===== src/ars_pkg.sv =====
// Purpose: shared constants and types for the analog reading scaler
// Assumes: one clock, registers on a plain strobe port
// Notes: all values are signed integers with implied decimal places
package ars_pkg;
  // ***************************************************
  // Sizes
  // ***************************************************
  localparam int NLINES = 4;
  localparam int DVD_W = 23;
  localparam logic [4:0] DIV_STEPS = 5'h17;
  // Raw code spans 255 steps from zero point to full scale
  localparam logic [8:0] ADC_DIVISOR = 9'h0FF;
  localparam logic [22:0] ROUND_HALF = 23'h00007F;
  // ***************************************************
  // Register byte offsets
  // ***************************************************
  localparam logic [7:0] A_LINE_SEL = 8'h00;
  localparam logic [7:0] A_ZERO_ARG = 8'h04;
  localparam logic [7:0] A_FULL_ARG = 8'h08;
  localparam logic [7:0] A_CAL_ARG = 8'h0C;
  localparam logic [7:0] A_PREC_ARG = 8'h10;
  localparam logic [7:0] A_COMMAND = 8'h14;
  localparam logic [7:0] A_STATUS = 8'h18;
  localparam logic [7:0] A_RESULT = 8'h1C;
  localparam logic [7:0] A_OFFSET = 8'h20;
  localparam logic [7:0] A_LINE_CFG = 8'h24;
  // ***************************************************
  // Fields and codes
  // ***************************************************
  localparam int SIGN_LSB = 16;
  localparam int DIV_BIT = 20;
  localparam int ST_BUSY = 0;
  localparam int ST_ERR = 1;
  localparam int ST_OK = 2;
  localparam int CFG_DIV = 4;
  localparam logic [3:0] SIGN_NEG = 4'h1;
  localparam logic [3:0] SIGN_RESET = 4'h2;
  localparam logic [3:0] CMD_PREC = 4'h1;
  localparam logic [3:0] CMD_POINTS = 4'h2;
  localparam logic [3:0] CMD_CAL = 4'h3;
  localparam logic [2:0] PREC_MAX = 3'h3;
  localparam logic [14:0] RST_ZERO = 15'h0000;
  localparam logic [14:0] RST_FULL = 15'h0005;
  localparam logic [1:0] RST_PREC = 2'h0;
  typedef enum logic [1:0] {ST_IDLE = 2'h1, ST_CONV = 2'h2} ars_state_type;
  // Line numbers run from one to four
  function automatic logic line_ok(input logic [2:0] n);
    return (n >= 3'h1) && (n <= 3'h4);
  endfunction : line_ok
  function automatic logic [1:0] line_idx(input logic [2:0] n);
    return 2'(n - 3'h1);
  endfunction : line_idx
endpackage : ars_pkg


===== src/ars_scaler.sv =====
// Purpose: scales raw converter codes of four lines into signed units
// Assumes: converter and register port synchronous to ref_clk
// Notes: commands use staged argument registers, then a command write
//
// The register addresses and the address-and-strobe port are this design's own decisions.
`timescale 1ns/100ps
module ars_scaler (
  // Clock and reset
  input wire logic ref_clk,
  input wire logic rstn,
  // Register port
  input wire logic [7:0] reg_addr,
  input wire logic [31:0] reg_wdata,
  input wire logic reg_wr,
  input wire logic reg_rd,
  output logic [31:0] reg_rdata,
  // Converter side
  input wire logic adc_valid,
  input wire logic [2:0] adc_line,
  input wire logic [7:0] adc_code,
  output logic adc_ready,
  // Scaled readings
  output logic rdg_valid,
  output logic [2:0] rdg_line,
  output logic signed [17:0] rdg_value,
  output logic [1:0] rdg_decimals,
  output logic rdg_divided
);
  localparam int N = ars_pkg::NLINES;
  // ***************************************************
  // Declarations
  // ***************************************************
  logic [2:0] line_sel_r, line_sel_nxt;
  logic [20:0] zero_arg_r, zero_arg_nxt;
  logic [20:0] full_arg_r, full_arg_nxt;
  logic [19:0] cal_arg_r, cal_arg_nxt;
  logic [2:0] prec_arg_r, prec_arg_nxt;
  logic signed [14:0] zero_r [N];
  logic signed [14:0] zero_nxt [N];
  logic signed [14:0] full_r [N];
  logic signed [14:0] full_nxt [N];
  logic [1:0] prec_r [N];
  logic [1:0] prec_nxt [N];
  logic div_r [N];
  logic div_nxt [N];
  logic signed [15:0] offs_r [N];
  logic signed [15:0] offs_nxt [N];
  logic signed [15:0] conv_r [N];
  logic signed [15:0] conv_nxt [N];
  logic err_r, err_nxt, ok_r, ok_nxt;
  ars_pkg::ars_state_type state_r, state_nxt;
  logic [1:0] cur_r, cur_nxt;
  logic ready_r, ready_nxt;
  logic rvalid_r, rvalid_nxt;
  logic [2:0] rline_r, rline_nxt;
  logic signed [17:0] rvalue_r, rvalue_nxt;
  logic [1:0] rdec_r, rdec_nxt;
  logic rdiv_r, rdiv_nxt;
  logic [31:0] rdata_r, rdata_nxt;
  logic signed [14:0] zd_value, fd_value, cd_value;
  logic zd_reset, fd_reset, cd_reset;
  logic zd_bad, fd_bad, cd_bad;
  logic cmd_wr, lok, prec_ok, pts_ok, cal_ok, cmd_ok;
  logic [3:0] cmd_code;
  logic [1:0] li, ai;
  logic start, i_done;
  logic signed [15:0] i_value, conv_sel;
  logic signed [16:0] res_sel;
  // ***************************************************
  // Argument decoders
  // ***************************************************
  ars_digits u_zero_dig (
    .sign_dig(zero_arg_r[ars_pkg::SIGN_LSB +: 4]),
    .mag_bcd(zero_arg_r[15:0]),
    .value(zd_value),
    .is_reset(zd_reset),
    .bad(zd_bad)
  );
  ars_digits u_full_dig (
    .sign_dig(full_arg_r[ars_pkg::SIGN_LSB +: 4]),
    .mag_bcd(full_arg_r[15:0]),
    .value(fd_value),
    .is_reset(fd_reset),
    .bad(fd_bad)
  );
  ars_digits u_cal_dig (
    .sign_dig(cal_arg_r[ars_pkg::SIGN_LSB +: 4]),
    .mag_bcd(cal_arg_r[15:0]),
    .value(cd_value),
    .is_reset(cd_reset),
    .bad(cd_bad)
  );
  // ***************************************************
  // Command decode and per-line settings
  // ***************************************************
  always_comb
  begin
    cmd_wr = reg_wr && reg_addr == ars_pkg::A_COMMAND;
    cmd_code = reg_wdata[3:0];
    lok = ars_pkg::line_ok(line_sel_r);
    li = ars_pkg::line_idx(line_sel_r);
    conv_sel = conv_r[li];
    res_sel = 17'(conv_sel) + 17'(offs_r[li]);
    prec_ok = lok && prec_arg_r <= ars_pkg::PREC_MAX;
    pts_ok = lok && !zd_bad && !fd_bad && !zd_reset && !fd_reset;
    cal_ok = lok && !cd_bad;
    case (cmd_code)
      ars_pkg::CMD_PREC: cmd_ok = prec_ok;
      ars_pkg::CMD_POINTS: cmd_ok = pts_ok;
      ars_pkg::CMD_CAL: cmd_ok = cal_ok;
      default: cmd_ok = 1'b0;
    endcase
    line_sel_nxt = line_sel_r;
    zero_arg_nxt = zero_arg_r;
    full_arg_nxt = full_arg_r;
    cal_arg_nxt = cal_arg_r;
    prec_arg_nxt = prec_arg_r;
    zero_nxt = zero_r;
    full_nxt = full_r;
    prec_nxt = prec_r;
    div_nxt = div_r;
    offs_nxt = offs_r;
    err_nxt = err_r;
    ok_nxt = ok_r;
    if (reg_wr)
    begin
      case (reg_addr)
        ars_pkg::A_LINE_SEL: line_sel_nxt = reg_wdata[2:0];
        ars_pkg::A_ZERO_ARG: zero_arg_nxt = reg_wdata[20:0];
        ars_pkg::A_FULL_ARG: full_arg_nxt = reg_wdata[20:0];
        ars_pkg::A_CAL_ARG: cal_arg_nxt = reg_wdata[19:0];
        ars_pkg::A_PREC_ARG: prec_arg_nxt = reg_wdata[2:0];
        default: line_sel_nxt = line_sel_r;
      endcase
    end
    if (cmd_wr)
    begin
      err_nxt = !cmd_ok;
      ok_nxt = cmd_ok;
    end
    if (cmd_wr && cmd_ok)
    begin
      case (cmd_code)
        ars_pkg::CMD_PREC:
        begin
          // Decimals only label the result; the math is pure integer
          prec_nxt[li] = prec_arg_r[1:0];
        end
        ars_pkg::CMD_POINTS:
        begin
          zero_nxt[li] = zd_value;
          full_nxt[li] = fd_value;
          // Divider only rescales the meaning of full scale
          div_nxt[li] = full_arg_r[ars_pkg::DIV_BIT];
        end
        default:
        begin
          if (cd_reset)
            offs_nxt[li] = 16'sh0000;
          else
            offs_nxt[li] = 16'(cd_value) - conv_sel;
        end
      endcase
    end
  end
  always_ff @(posedge ref_clk or negedge rstn)
  begin
    if (!rstn)
    begin
      line_sel_r <= 3'h1;
      zero_arg_r <= 21'h000000;
      full_arg_r <= 21'h000000;
      cal_arg_r <= 20'h00000;
      prec_arg_r <= 3'h0;
      err_r <= 1'b0;
      ok_r <= 1'b0;
      for (int i = 0; i < N; i++)
      begin
        zero_r[i] <= ars_pkg::RST_ZERO;
        full_r[i] <= ars_pkg::RST_FULL;
        prec_r[i] <= ars_pkg::RST_PREC;
        div_r[i] <= 1'b0;
        offs_r[i] <= 16'sh0000;
      end
    end
    else
    begin
      line_sel_r <= line_sel_nxt;
      zero_arg_r <= zero_arg_nxt;
      full_arg_r <= full_arg_nxt;
      cal_arg_r <= cal_arg_nxt;
      prec_arg_r <= prec_arg_nxt;
      err_r <= err_nxt;
      ok_r <= ok_nxt;
      zero_r <= zero_nxt;
      full_r <= full_nxt;
      prec_r <= prec_nxt;
      div_r <= div_nxt;
      offs_r <= offs_nxt;
    end
  end
  // ***************************************************
  // Conversion sequence
  // ***************************************************
  ars_interp u_interp (
    .ref_clk(ref_clk),
    .rstn(rstn),
    .start(start),
    .zero_pt(zero_r[ai]),
    .full_pt(full_r[ai]),
    .code(adc_code),
    .done(i_done),
    .value(i_value)
  );
  always_comb
  begin
    ai = ars_pkg::line_idx(adc_line);
    start = 1'b0;
    state_nxt = state_r;
    cur_nxt = cur_r;
    ready_nxt = ready_r;
    conv_nxt = conv_r;
    rvalid_nxt = 1'b0;
    rline_nxt = rline_r;
    rvalue_nxt = rvalue_r;
    rdec_nxt = rdec_r;
    rdiv_nxt = rdiv_r;
    case (state_r)
      ars_pkg::ST_IDLE:
      begin
        // Codes for a line outside one to four are dropped
        if (adc_valid && ars_pkg::line_ok(adc_line))
        begin
          start = 1'b1;
          cur_nxt = ai;
          ready_nxt = 1'b0;
          state_nxt = ars_pkg::ST_CONV;
        end
      end
      ars_pkg::ST_CONV:
      begin
        if (i_done)
        begin
          conv_nxt[cur_r] = i_value;
          rvalid_nxt = 1'b1;
          rline_nxt = 3'({1'b0, cur_r}) + 3'h1;
          // Correction goes on after interpolation, so points stay independent
          rvalue_nxt = 18'(i_value) + 18'(offs_r[cur_r]);
          rdec_nxt = prec_r[cur_r];
          rdiv_nxt = div_r[cur_r];
          ready_nxt = 1'b1;
          state_nxt = ars_pkg::ST_IDLE;
        end
      end
      default:
      begin
        ready_nxt = 1'b1;
        state_nxt = ars_pkg::ST_IDLE;
      end
    endcase
  end
  always_ff @(posedge ref_clk or negedge rstn)
  begin
    if (!rstn)
    begin
      state_r <= ars_pkg::ST_IDLE;
      cur_r <= 2'h0;
      ready_r <= 1'b1;
      rvalid_r <= 1'b0;
      rline_r <= 3'h1;
      rvalue_r <= 18'sh00000;
      rdec_r <= 2'h0;
      rdiv_r <= 1'b0;
      for (int i = 0; i < N; i++)
        conv_r[i] <= 16'sh0000;
    end
    else
    begin
      state_r <= state_nxt;
      cur_r <= cur_nxt;
      ready_r <= ready_nxt;
      rvalid_r <= rvalid_nxt;
      rline_r <= rline_nxt;
      rvalue_r <= rvalue_nxt;
      rdec_r <= rdec_nxt;
      rdiv_r <= rdiv_nxt;
      conv_r <= conv_nxt;
    end
  end
  // ***************************************************
  // Register readback
  // ***************************************************
  always_comb
  begin
    rdata_nxt = 32'h00000000;
    if (reg_rd)
    begin
      case (reg_addr)
        ars_pkg::A_LINE_SEL: rdata_nxt = 32'(line_sel_r);
        ars_pkg::A_ZERO_ARG: rdata_nxt = 32'(zero_arg_r);
        ars_pkg::A_FULL_ARG: rdata_nxt = 32'(full_arg_r);
        ars_pkg::A_CAL_ARG: rdata_nxt = 32'(cal_arg_r);
        ars_pkg::A_PREC_ARG: rdata_nxt = 32'(prec_arg_r);
        ars_pkg::A_STATUS:
        begin
          rdata_nxt[ars_pkg::ST_BUSY] = state_r == ars_pkg::ST_CONV;
          rdata_nxt[ars_pkg::ST_ERR] = err_r;
          rdata_nxt[ars_pkg::ST_OK] = ok_r;
        end
        ars_pkg::A_RESULT: rdata_nxt = 32'(res_sel);
        ars_pkg::A_OFFSET: rdata_nxt = 32'(offs_r[li]);
        ars_pkg::A_LINE_CFG:
        begin
          rdata_nxt[1:0] = prec_r[li];
          rdata_nxt[ars_pkg::CFG_DIV] = div_r[li];
        end
        default: rdata_nxt = 32'h00000000;
      endcase
    end
  end
  always_ff @(posedge ref_clk or negedge rstn)
  begin
    if (!rstn)
      rdata_r <= 32'h00000000;
    else
      rdata_r <= rdata_nxt;
  end
  assign reg_rdata = rdata_r;
  assign adc_ready = ready_r;
  assign rdg_valid = rvalid_r;
  assign rdg_line = rline_r;
  assign rdg_value = rvalue_r;
  assign rdg_decimals = rdec_r;
  assign rdg_divided = rdiv_r;
endmodule : ars_scaler


===== src/ars_digits.sv =====
// Purpose: sign digit plus four BCD digits to a signed integer
// Assumes: digits arrive packed, most significant first
// Notes: purely combinational
`timescale 1ns/100ps
module ars_digits (
  // Digit fields
  input wire logic [3:0] sign_dig,
  input wire logic [15:0] mag_bcd,
  // Decoded value
  output logic signed [14:0] value,
  output logic is_reset,
  output logic bad
);
  logic [13:0] mag;
  always_comb
  begin
    mag = 14'(mag_bcd[15:12]) * 14'h03E8 + 14'(mag_bcd[11:8]) * 14'h0064
        + 14'(mag_bcd[7:4]) * 14'h000A + 14'(mag_bcd[3:0]);
    bad = sign_dig > ars_pkg::SIGN_RESET;
    for (int i = 0; i < 4; i++)
    begin
      if (mag_bcd[4*i +: 4] > 4'h9)
        bad = 1'b1;
    end
    is_reset = sign_dig == ars_pkg::SIGN_RESET;
    // One means negative, zero positive
    if (sign_dig == ars_pkg::SIGN_NEG)
      value = -$signed({1'b0, mag});
    else
      value = $signed({1'b0, mag});
  end
endmodule : ars_digits


===== src/ars_interp.sv =====
// Purpose: zero + (full - zero) * code / 255, rounded to nearest
// Assumes: start only while no conversion runs
// Notes: restoring divider, one quotient bit per cycle
`timescale 1ns/100ps
module ars_interp (
  // Clock and reset
  input wire logic ref_clk,
  input wire logic rstn,
  // Request
  input wire logic start,
  input wire logic signed [14:0] zero_pt,
  input wire logic signed [14:0] full_pt,
  input wire logic [7:0] code,
  // Answer
  output logic done,
  output logic signed [15:0] value
);
  logic signed [15:0] zero_r, zero_nxt, value_r, value_nxt, diff;
  logic [14:0] mag;
  logic [22:0] dvd_r, dvd_nxt;
  logic [8:0] rem_r, rem_nxt, t;
  logic [4:0] cnt_r, cnt_nxt;
  logic neg_r, neg_nxt, busy_r, busy_nxt, done_r, done_nxt;
  // ***************************************************
  // Divider step
  // ***************************************************
  always_comb
  begin
    diff = 16'(full_pt) - 16'(zero_pt);
    mag = diff[15] ? 15'(-diff) : diff[14:0];
    t = {rem_r[7:0], dvd_r[22]};
    zero_nxt = zero_r;
    neg_nxt = neg_r;
    dvd_nxt = dvd_r;
    rem_nxt = rem_r;
    cnt_nxt = cnt_r;
    busy_nxt = busy_r;
    done_nxt = 1'b0;
    value_nxt = value_r;
    if (start)
    begin
      // Rounding bias keeps code 255 exact and code 0 at zero
      dvd_nxt = 23'(mag) * 23'(code) + ars_pkg::ROUND_HALF;
      rem_nxt = 9'h000;
      cnt_nxt = 5'h00;
      neg_nxt = diff[15];
      zero_nxt = 16'(zero_pt);
      busy_nxt = 1'b1;
    end
    else if (busy_r)
    begin
      rem_nxt = (t >= ars_pkg::ADC_DIVISOR) ? t - ars_pkg::ADC_DIVISOR : t;
      dvd_nxt = {dvd_r[21:0], t >= ars_pkg::ADC_DIVISOR};
      cnt_nxt = cnt_r + 5'h01;
      if (cnt_r == ars_pkg::DIV_STEPS - 5'h01)
      begin
        busy_nxt = 1'b0;
        done_nxt = 1'b1;
        value_nxt = neg_r ? zero_r - 16'(dvd_nxt[14:0]) : zero_r + 16'(dvd_nxt[14:0]);
      end
    end
  end
  always_ff @(posedge ref_clk or negedge rstn)
  begin
    if (!rstn)
    begin
      zero_r <= 16'h0000;
      neg_r <= 1'b0;
      dvd_r <= 23'h000000;
      rem_r <= 9'h000;
      cnt_r <= 5'h00;
      busy_r <= 1'b0;
      done_r <= 1'b0;
      value_r <= 16'h0000;
    end
    else
    begin
      zero_r <= zero_nxt;
      neg_r <= neg_nxt;
      dvd_r <= dvd_nxt;
      rem_r <= rem_nxt;
      cnt_r <= cnt_nxt;
      busy_r <= busy_nxt;
      done_r <= done_nxt;
      value_r <= value_nxt;
    end
  end
  assign done = done_r;
  assign value = value_r;
endmodule : ars_interp


===== config.mk =====
export PLATFORM = sky130hd
export DESIGN_NAME = ars_scaler
export DESIGN_NICKNAME = d
export VERILOG_FILES = /design/src/ars_pkg.sv /design/src/ars_scaler.sv /design/src/ars_digits.sv /design/src/ars_interp.sv
export SDC_FILE = /design/constraint.sdc
export NUM_CORES = 2
export LEC_CHECK = 0
export BUFFER_PORTS_ARGS = -buffer_cell sky130_fd_sc_hd__buf_2
export CAP_MARGIN = 20
export CELL_PAD_IN_SITES_DETAIL_PLACEMENT = 1
export CELL_PAD_IN_SITES_GLOBAL_PLACEMENT = 1
export CORE_UTILIZATION = 28
export CTS_CLUSTER_SIZE = 10
export DETAILED_ROUTE_END_ITERATION = 10
export GPL_TIMING_DRIVEN = 0
export PLACE_DENSITY_LB_ADDON = 0.2
export SKIP_CTS_REPAIR_TIMING = 1
export SLEW_MARGIN = 10
export SYNTH_ARGS = -nofsm -noshare
export SYNTH_HDL_FRONTEND = slang
export SYNTH_HIERARCHICAL = 1
export SYNTH_SLANG_ARGS = --single-unit

===== constraint.sdc =====
create_clock -name ref_clk -period 13.95 [get_ports ref_clk]
set_input_delay 1.395 -clock ref_clk [delete_from_list [all_inputs] [get_ports ref_clk]]
set_output_delay 1.395 -clock ref_clk [all_outputs]
set_load 0.03 [all_outputs]

* Word level (Yosys, flattened, before mapping)
Cells that the tools add are included.
Storage, ports and cells: logic and storage cells 264, input port bits 56, flip-flop bits (word level) 462
Cells by class: multipliers 10, equality and inequality tests 23, reductions and logical operators 34, order comparisons 26, bitwise gates (word level) 7, add/sub/neg operators 25, multiplexer cells 91
Operators by type and width (number):
- $mux 16 | 9
- $mux 15 | 9
- $pmux 27 s5 | 1
- $bwmux 64 | 2
- $bwmux 60 | 2
- $bmux 16 s2 | 3
- $and 64x64->64 | 1
- $demux 16 s2 | 2
- $mux 64 | 1
- $not 64->64 | 1
- $bmux 15 s2 | 2
- $gt 4x4->1 const B | 12
- $mux 23 | 2
- $neg 14->15 | 3
- $add 14x11->14 | 3
- $add 14x4->14 | 3
- $add 14x8->14 | 3
- $add 16x16->17 | 2
- $mul 4x7->11 const B | 3
- $eq 8x5->1 const B | 4
- $mux 32 | 1
- $demux 15 s2 | 1
- $mux 1 | 29
- $mul 4x5->9 const B | 3
- 54 further kinds | 114

* Depth between registers and ports, before layout
word-level depth 13, mapped depth 36, gate-level depth less buffers 32

* By module
Netlist, hierarchy kept.
Modules (own cells, without submodules):
- ars_scaler | cells an instance 1535, instances 1, sequential area each 9522.9 um^2, area each 19155.9 um^2
- ars_interp | cells an instance 1100, instances 1, sequential area each 1751.7 um^2, area each 9603.0 um^2
- ars_digits at u_cal_dig ... | cells an instance 270, instances 2, sequential area each 0.0 um^2, area each 2213.4 um^2
- ars_digits at u_zero_dig | cells an instance 243, instances 1, sequential area each 0.0 um^2, area each 2078.2 um^2

* Least setup slack after synthesis
OpenSTA, ideal clock, no wires.
path type input to register, start input port adc_line[0], end register u_interp.dvd_r[21], buffers on the path 3, data arrival time 9832 ps, path slack 3998 ps, library setup time 120 ps, stages 34, cells stage by stage clkbuf_1 > clkbuf_1 > inv_1 > ha_1 > clkbuf_1 > mux4_2 > inv_1 > ha_1 > inv_1 > fa_1 > a211oi_2 > o21ai_2 > a311oi_1 > a21oi_2 > nor4_1 > a21oi_1 > xnor2_2 > nand2_1 > fa_1 > inv_1 > fa_1 > fa_1 > inv_1 > fa_1 > inv_1 > ha_1 > a21oi_1 > o21ai_0 > a22oi_1 > a31oi_1 > o211ai_1 > a21boi_0 > or3_1 > a31o_2
Between the ends: word-level cells in the longest chain between the ends 11, elaborated cells on any way between the ends 21, those cells by class 4 x add/sub; 1 x mul; 2 x order compare; 10 x mux; 1 x bitwise; 3 x reduce/logical
RTL lines:
- from (decl) | RTL line ars_scaler.sv:19 | input wire logic [2:0] adc_line,
- $sub 2x1->2 * | RTL line ars_pkg.sv:51 | return 2'(n - 3'h1);
- named net ai[0] | RTL line ars_scaler.sv:65 | logic [1:0] li, ai;
- $not 2->3 (not written as such) * | RTL line ars_scaler.sv:209, ars_scaler.sv:210
- $bmux 15 s2 (on tied branches) | RTL line ars_scaler.sv:210, ars_scaler.sv:209
- $mux 15 (on tied branches) (2 in a row) | RTL line ars_scaler.sv:210, ars_scaler.sv:209
- $sub 15x15->16 * | RTL line ars_interp.sv:29 | diff = 16'(full_pt) - 16'(zero_pt);
- $neg 15->15 | RTL line ars_interp.sv:30 | mag = diff[15] ? 15'(-diff) : diff[14:0];
- $mux 15 * | RTL line ars_interp.sv:30
- $mul 15x8->23 * | RTL line ars_interp.sv:43 | dvd_nxt = 23'(mag) * 23'(code) + ars_pkg::ROUND_HALF;
- $add 23x7->23 * | RTL line ars_interp.sv:43
- $mux 23 * | RTL line ars_interp.sv:40 | if (start)
- to (signal assigned) | RTL line ars_interp.sv:80 | dvd_r <= dvd_nxt;
- to (decl) | RTL line ars_interp.sv:20 | logic [22:0] dvd_r, dvd_nxt;
The timed path passes the listed nets; every way through them passes the cells marked *. The select of a mux whose other input is x is not followed. A chain may end at the register's enable or synchronous reset.

* Worst setup path after layout
Same ends and word-level chain as after synthesis.

==> flow_metrics.tcl <==
set metrics [dict create \
    combPwrFrac_pct 19.1 \
    reg2regPathDepth 29 \
    p_clk_share_pct 42.1 \
    grt_max_degree 107 \
    grt-ovfl-total 0 \
    final-hold-violation-count 0 \
    num_rows 129 \
    syn_area_um2 35300 \
    place.gp.congestion 0.816 \
    period_share_pct 79.0 \
    post_dp_cell_area_um2 38000 \
    grt_usage_pct 17.5 \
    numCtsBuffers 57 \
    drc 0 \
    synth-edff-count 0 \
    drive_above_1_share_pct 18.4 \
    vias_per_cell 4.98 \
    cp_slowest_stage_delay_ns 0.75 \
    ant_nets 0 \
    yosys.area.top_type "dfrtp_1" \
    cpMaxStageDelayCell "buf_1" \
    setup_tns_ns 0 \
    reg2reg_to "u_interp/dvd_r[21]" \
    ys_seq_area_share_pct 32.0 \
    yosysTopAreaCellShare_pct 31.2 \
    critical_path_arrival_ns 11.53 \
    fillers 14130 \
    yosys_warnings 6 \
    fmax_mhz 90.8 \
    synthArstFlopShare_pct 100 \
    slew_headroom_pct 28.1 \
    hold_depth 2 \
    ys_ff_latch 450 \
    insertion_delay_ns 0.63 \
    io_buffers 96 \
    max-vdd-ir-drop_uv 78.9 \
    synth_ff_type "dfrtp_1" \
    coreArea_um2 124000 \
    status "finished clean" \
    first_global_vias 27902 \
    num_vias 26234 \
    synth_cell_types 103 \
    r2r_start "full_r[45]" \
    p_seq_share_pct 38.8 \
    setup.worst_path.class "in2reg" \
    dr.pass1.iters 5 \
    slew_violations 0 \
    cts.sinks 450 \
    antenna_found_initial 9 \
    hold_end "rdg_decimals[0]" \
    grt_first_pass_wirelength_um 172000 \
    hold_class "reg2reg" \
    netSwitchingFraction_pct 29.9 \
    hold_ws_ns 0.472 \
    die_h_um 357 \
    clock_path_buffers 3 \
    critPathMaxFanout 10 \
    fin_area_um2 39800 \
    postSynthNetCount 3920 \
    crit_required_ns 14.46 \
    wl_per_cell_um 21.0 \
    die_w_um 357 \
    timing.final.crit_period_ns 11.02 \
    end_kind "flop" \
    internal_power_mw 2.42 \
    regToRegSetupSlack_ns 5.34 \
    clkTransAtPathRegs_ns 0.06 \
    final_cell_mix "dfrtp_1 (439), nand2_1 (330), inv_1 (319)" \
    synth.area.top_cells "dfrtp_1 (31%), ha_1 (11%), mux2_2 (9.2%), fa_1 (7.9%), mux4_2 (5.4%)" \
    postSynthCellCount 3418 \
    start_kind "input port" \
    cts_tree "done" \
    power_per_cell_area_nw_per_um2 86.7 \
    worst_slew_pin_slew_ns 1.07 \
    dpl.hpwl_um 87000 \
    drt_iter0_drc 1292 \
    syn_avg_cell_area_um2 10.3 \
    io_pins 114 \
    hold_start "rdg_decimals[0]" \
    setup-violations-final 0 \
    nets 4084 \
    leakage_nw 19.1 \
    postRouteWirelength_um 111000 \
    rsz0062_at_grt "no" \
    max_cap_viol_count 0 \
    die_area_um2 127000 \
    fin_skew_ns 0.0286 \
    root_buffer "clkbuf_16" \
    start_util_pct 28.4 \
    switching_power_mw 1.03 \
    areaGrowthSynthToFinish_pct 12.9 \
    cts.htree.levels 2 \
    final_common_cell "dfrtp_1" \
]
==> routing by layer <==
metal	global-route usage [%]	up-vias	routed length, µm
met2	28.3	388	51200
li1	-	12371	-
met5	0	-	11
met1	24.7	13347	53600
met3	2.06	126	3260
met4	4.42	2	2640
==> state kept, by name (all words and copies together), names as in the netlist, 21 cells and up <==
| name | count |
|---|---|
| full_r | 60 |
| zero_r | 60 |
| conv_r | 64 |
| offs_r | 64 |
| full_arg_r | 21 |
| zero_arg_r | 21 |
| reg_rdata | 22 |
| u_interp/dvd_r | 23 |
==> cell type report <==
cell class / instances / area (µm²) / area share, %
multi-input cells: 2509 / 22100 / 55.6
flip-flops and latches: 450 / 11300 / 28.3
well taps: 1637 / 2050 / 5.14
clock buffers: 90 / 1670 / 4.20
inverters: 320 / 1200 / 3.02
repair buffers: 105 / 671 / 1.68
plain buffers: 139 / 668 / 1.68
clock inverters: 11 / 140 / 0.352
diodes: 3 / 7.51 / 0.0189
==> cells in the mapped netlist, drive strengths merged (21+ instances only) <==
master	number
a211oi	38
a21o	47
a21oi	153
a31oi	39
and2	37
and3	27
buf	59
clkbuf	80
dfrtp	439
fa	140
ha	306
inv	320
mux2	291
mux2i	46
mux4	85
nand2	330
nand2b	34
nand3	47
nor2	158
nor2b	48
nor3	37
o21a	21
o21ai	168
o31ai	22
xnor2	119
xor2	64
==> worst max-delay path: cells and delay by family <==
family | cells | cell delay (ns)
mux | 1 | 0.46
fa+ha+maj | 7 | 3.37
buf+inv | 9 | 2.14
simple gates | 7 | 1.63
compound gates | 8 | 1.80
xor+xnor | 1 | 0.69
==> kinds of logic after synthesis <==
group,after synthesis,synth area share (%)
AO/OA/AOI/OAI,642,12.0
adder cells (fa/ha/maj),446,18.8
XOR/XNOR,183,4.63
multiplexers,422,16.0
AND/OR/NAND/NOR,816,11.2
buffers and inverters,459,5.30
flip-flops,450,32.0
==> power groups by stage <==
stage               sequential [mW]  clock, mW  combinational [mW]
floorplan                      1.35          0               0.453
finish                         1.34       1.46               0.659
detailed placement             1.36          0               0.661
CTS                            1.34       1.50               0.667
global placement               1.36          0               0.652
global route                   1.34       1.54               0.739
==> through the flow <==
| stage | util (%) | total power, mW | setup WS [ns] | cells |
|---|---|---|---|---|
| 2_1_floorplan | - | 1.80 | 4.00 | 3418 |
| 3_3_place_gp | 30.4 | 2.02 | 1.38 | 5151 |
| 3_5_place_dp | 30.6 | 2.02 | 2.14 | 5159 |
| 4_1_cts | 32.0 | 3.51 | 2.80 | 5260 |
| 5_1_grt | 32.0 | 3.62 | 2.21 | 5262 |
| 6_report | 32.0 | 3.45 | 2.93 | 5264 |
==> how the worst max path moves through the flow <==
stage | start | endpoint | depth (start not counted)
floorplan | adc_line[0] | u_interp/dvd_r[21] | 34
global placement | adc_line[0] | u_interp/dvd_r[21] | 33
detailed placement | adc_line[0] | u_interp/dvd_r[21] | 33
CTS | adc_line[0] | u_interp/dvd_r[21] | 33
global route | adc_line[0] | u_interp/dvd_r[21] | 35
finish | adc_line[0] | u_interp/dvd_r[21] | 33
(Power assumes the default switching activity.)
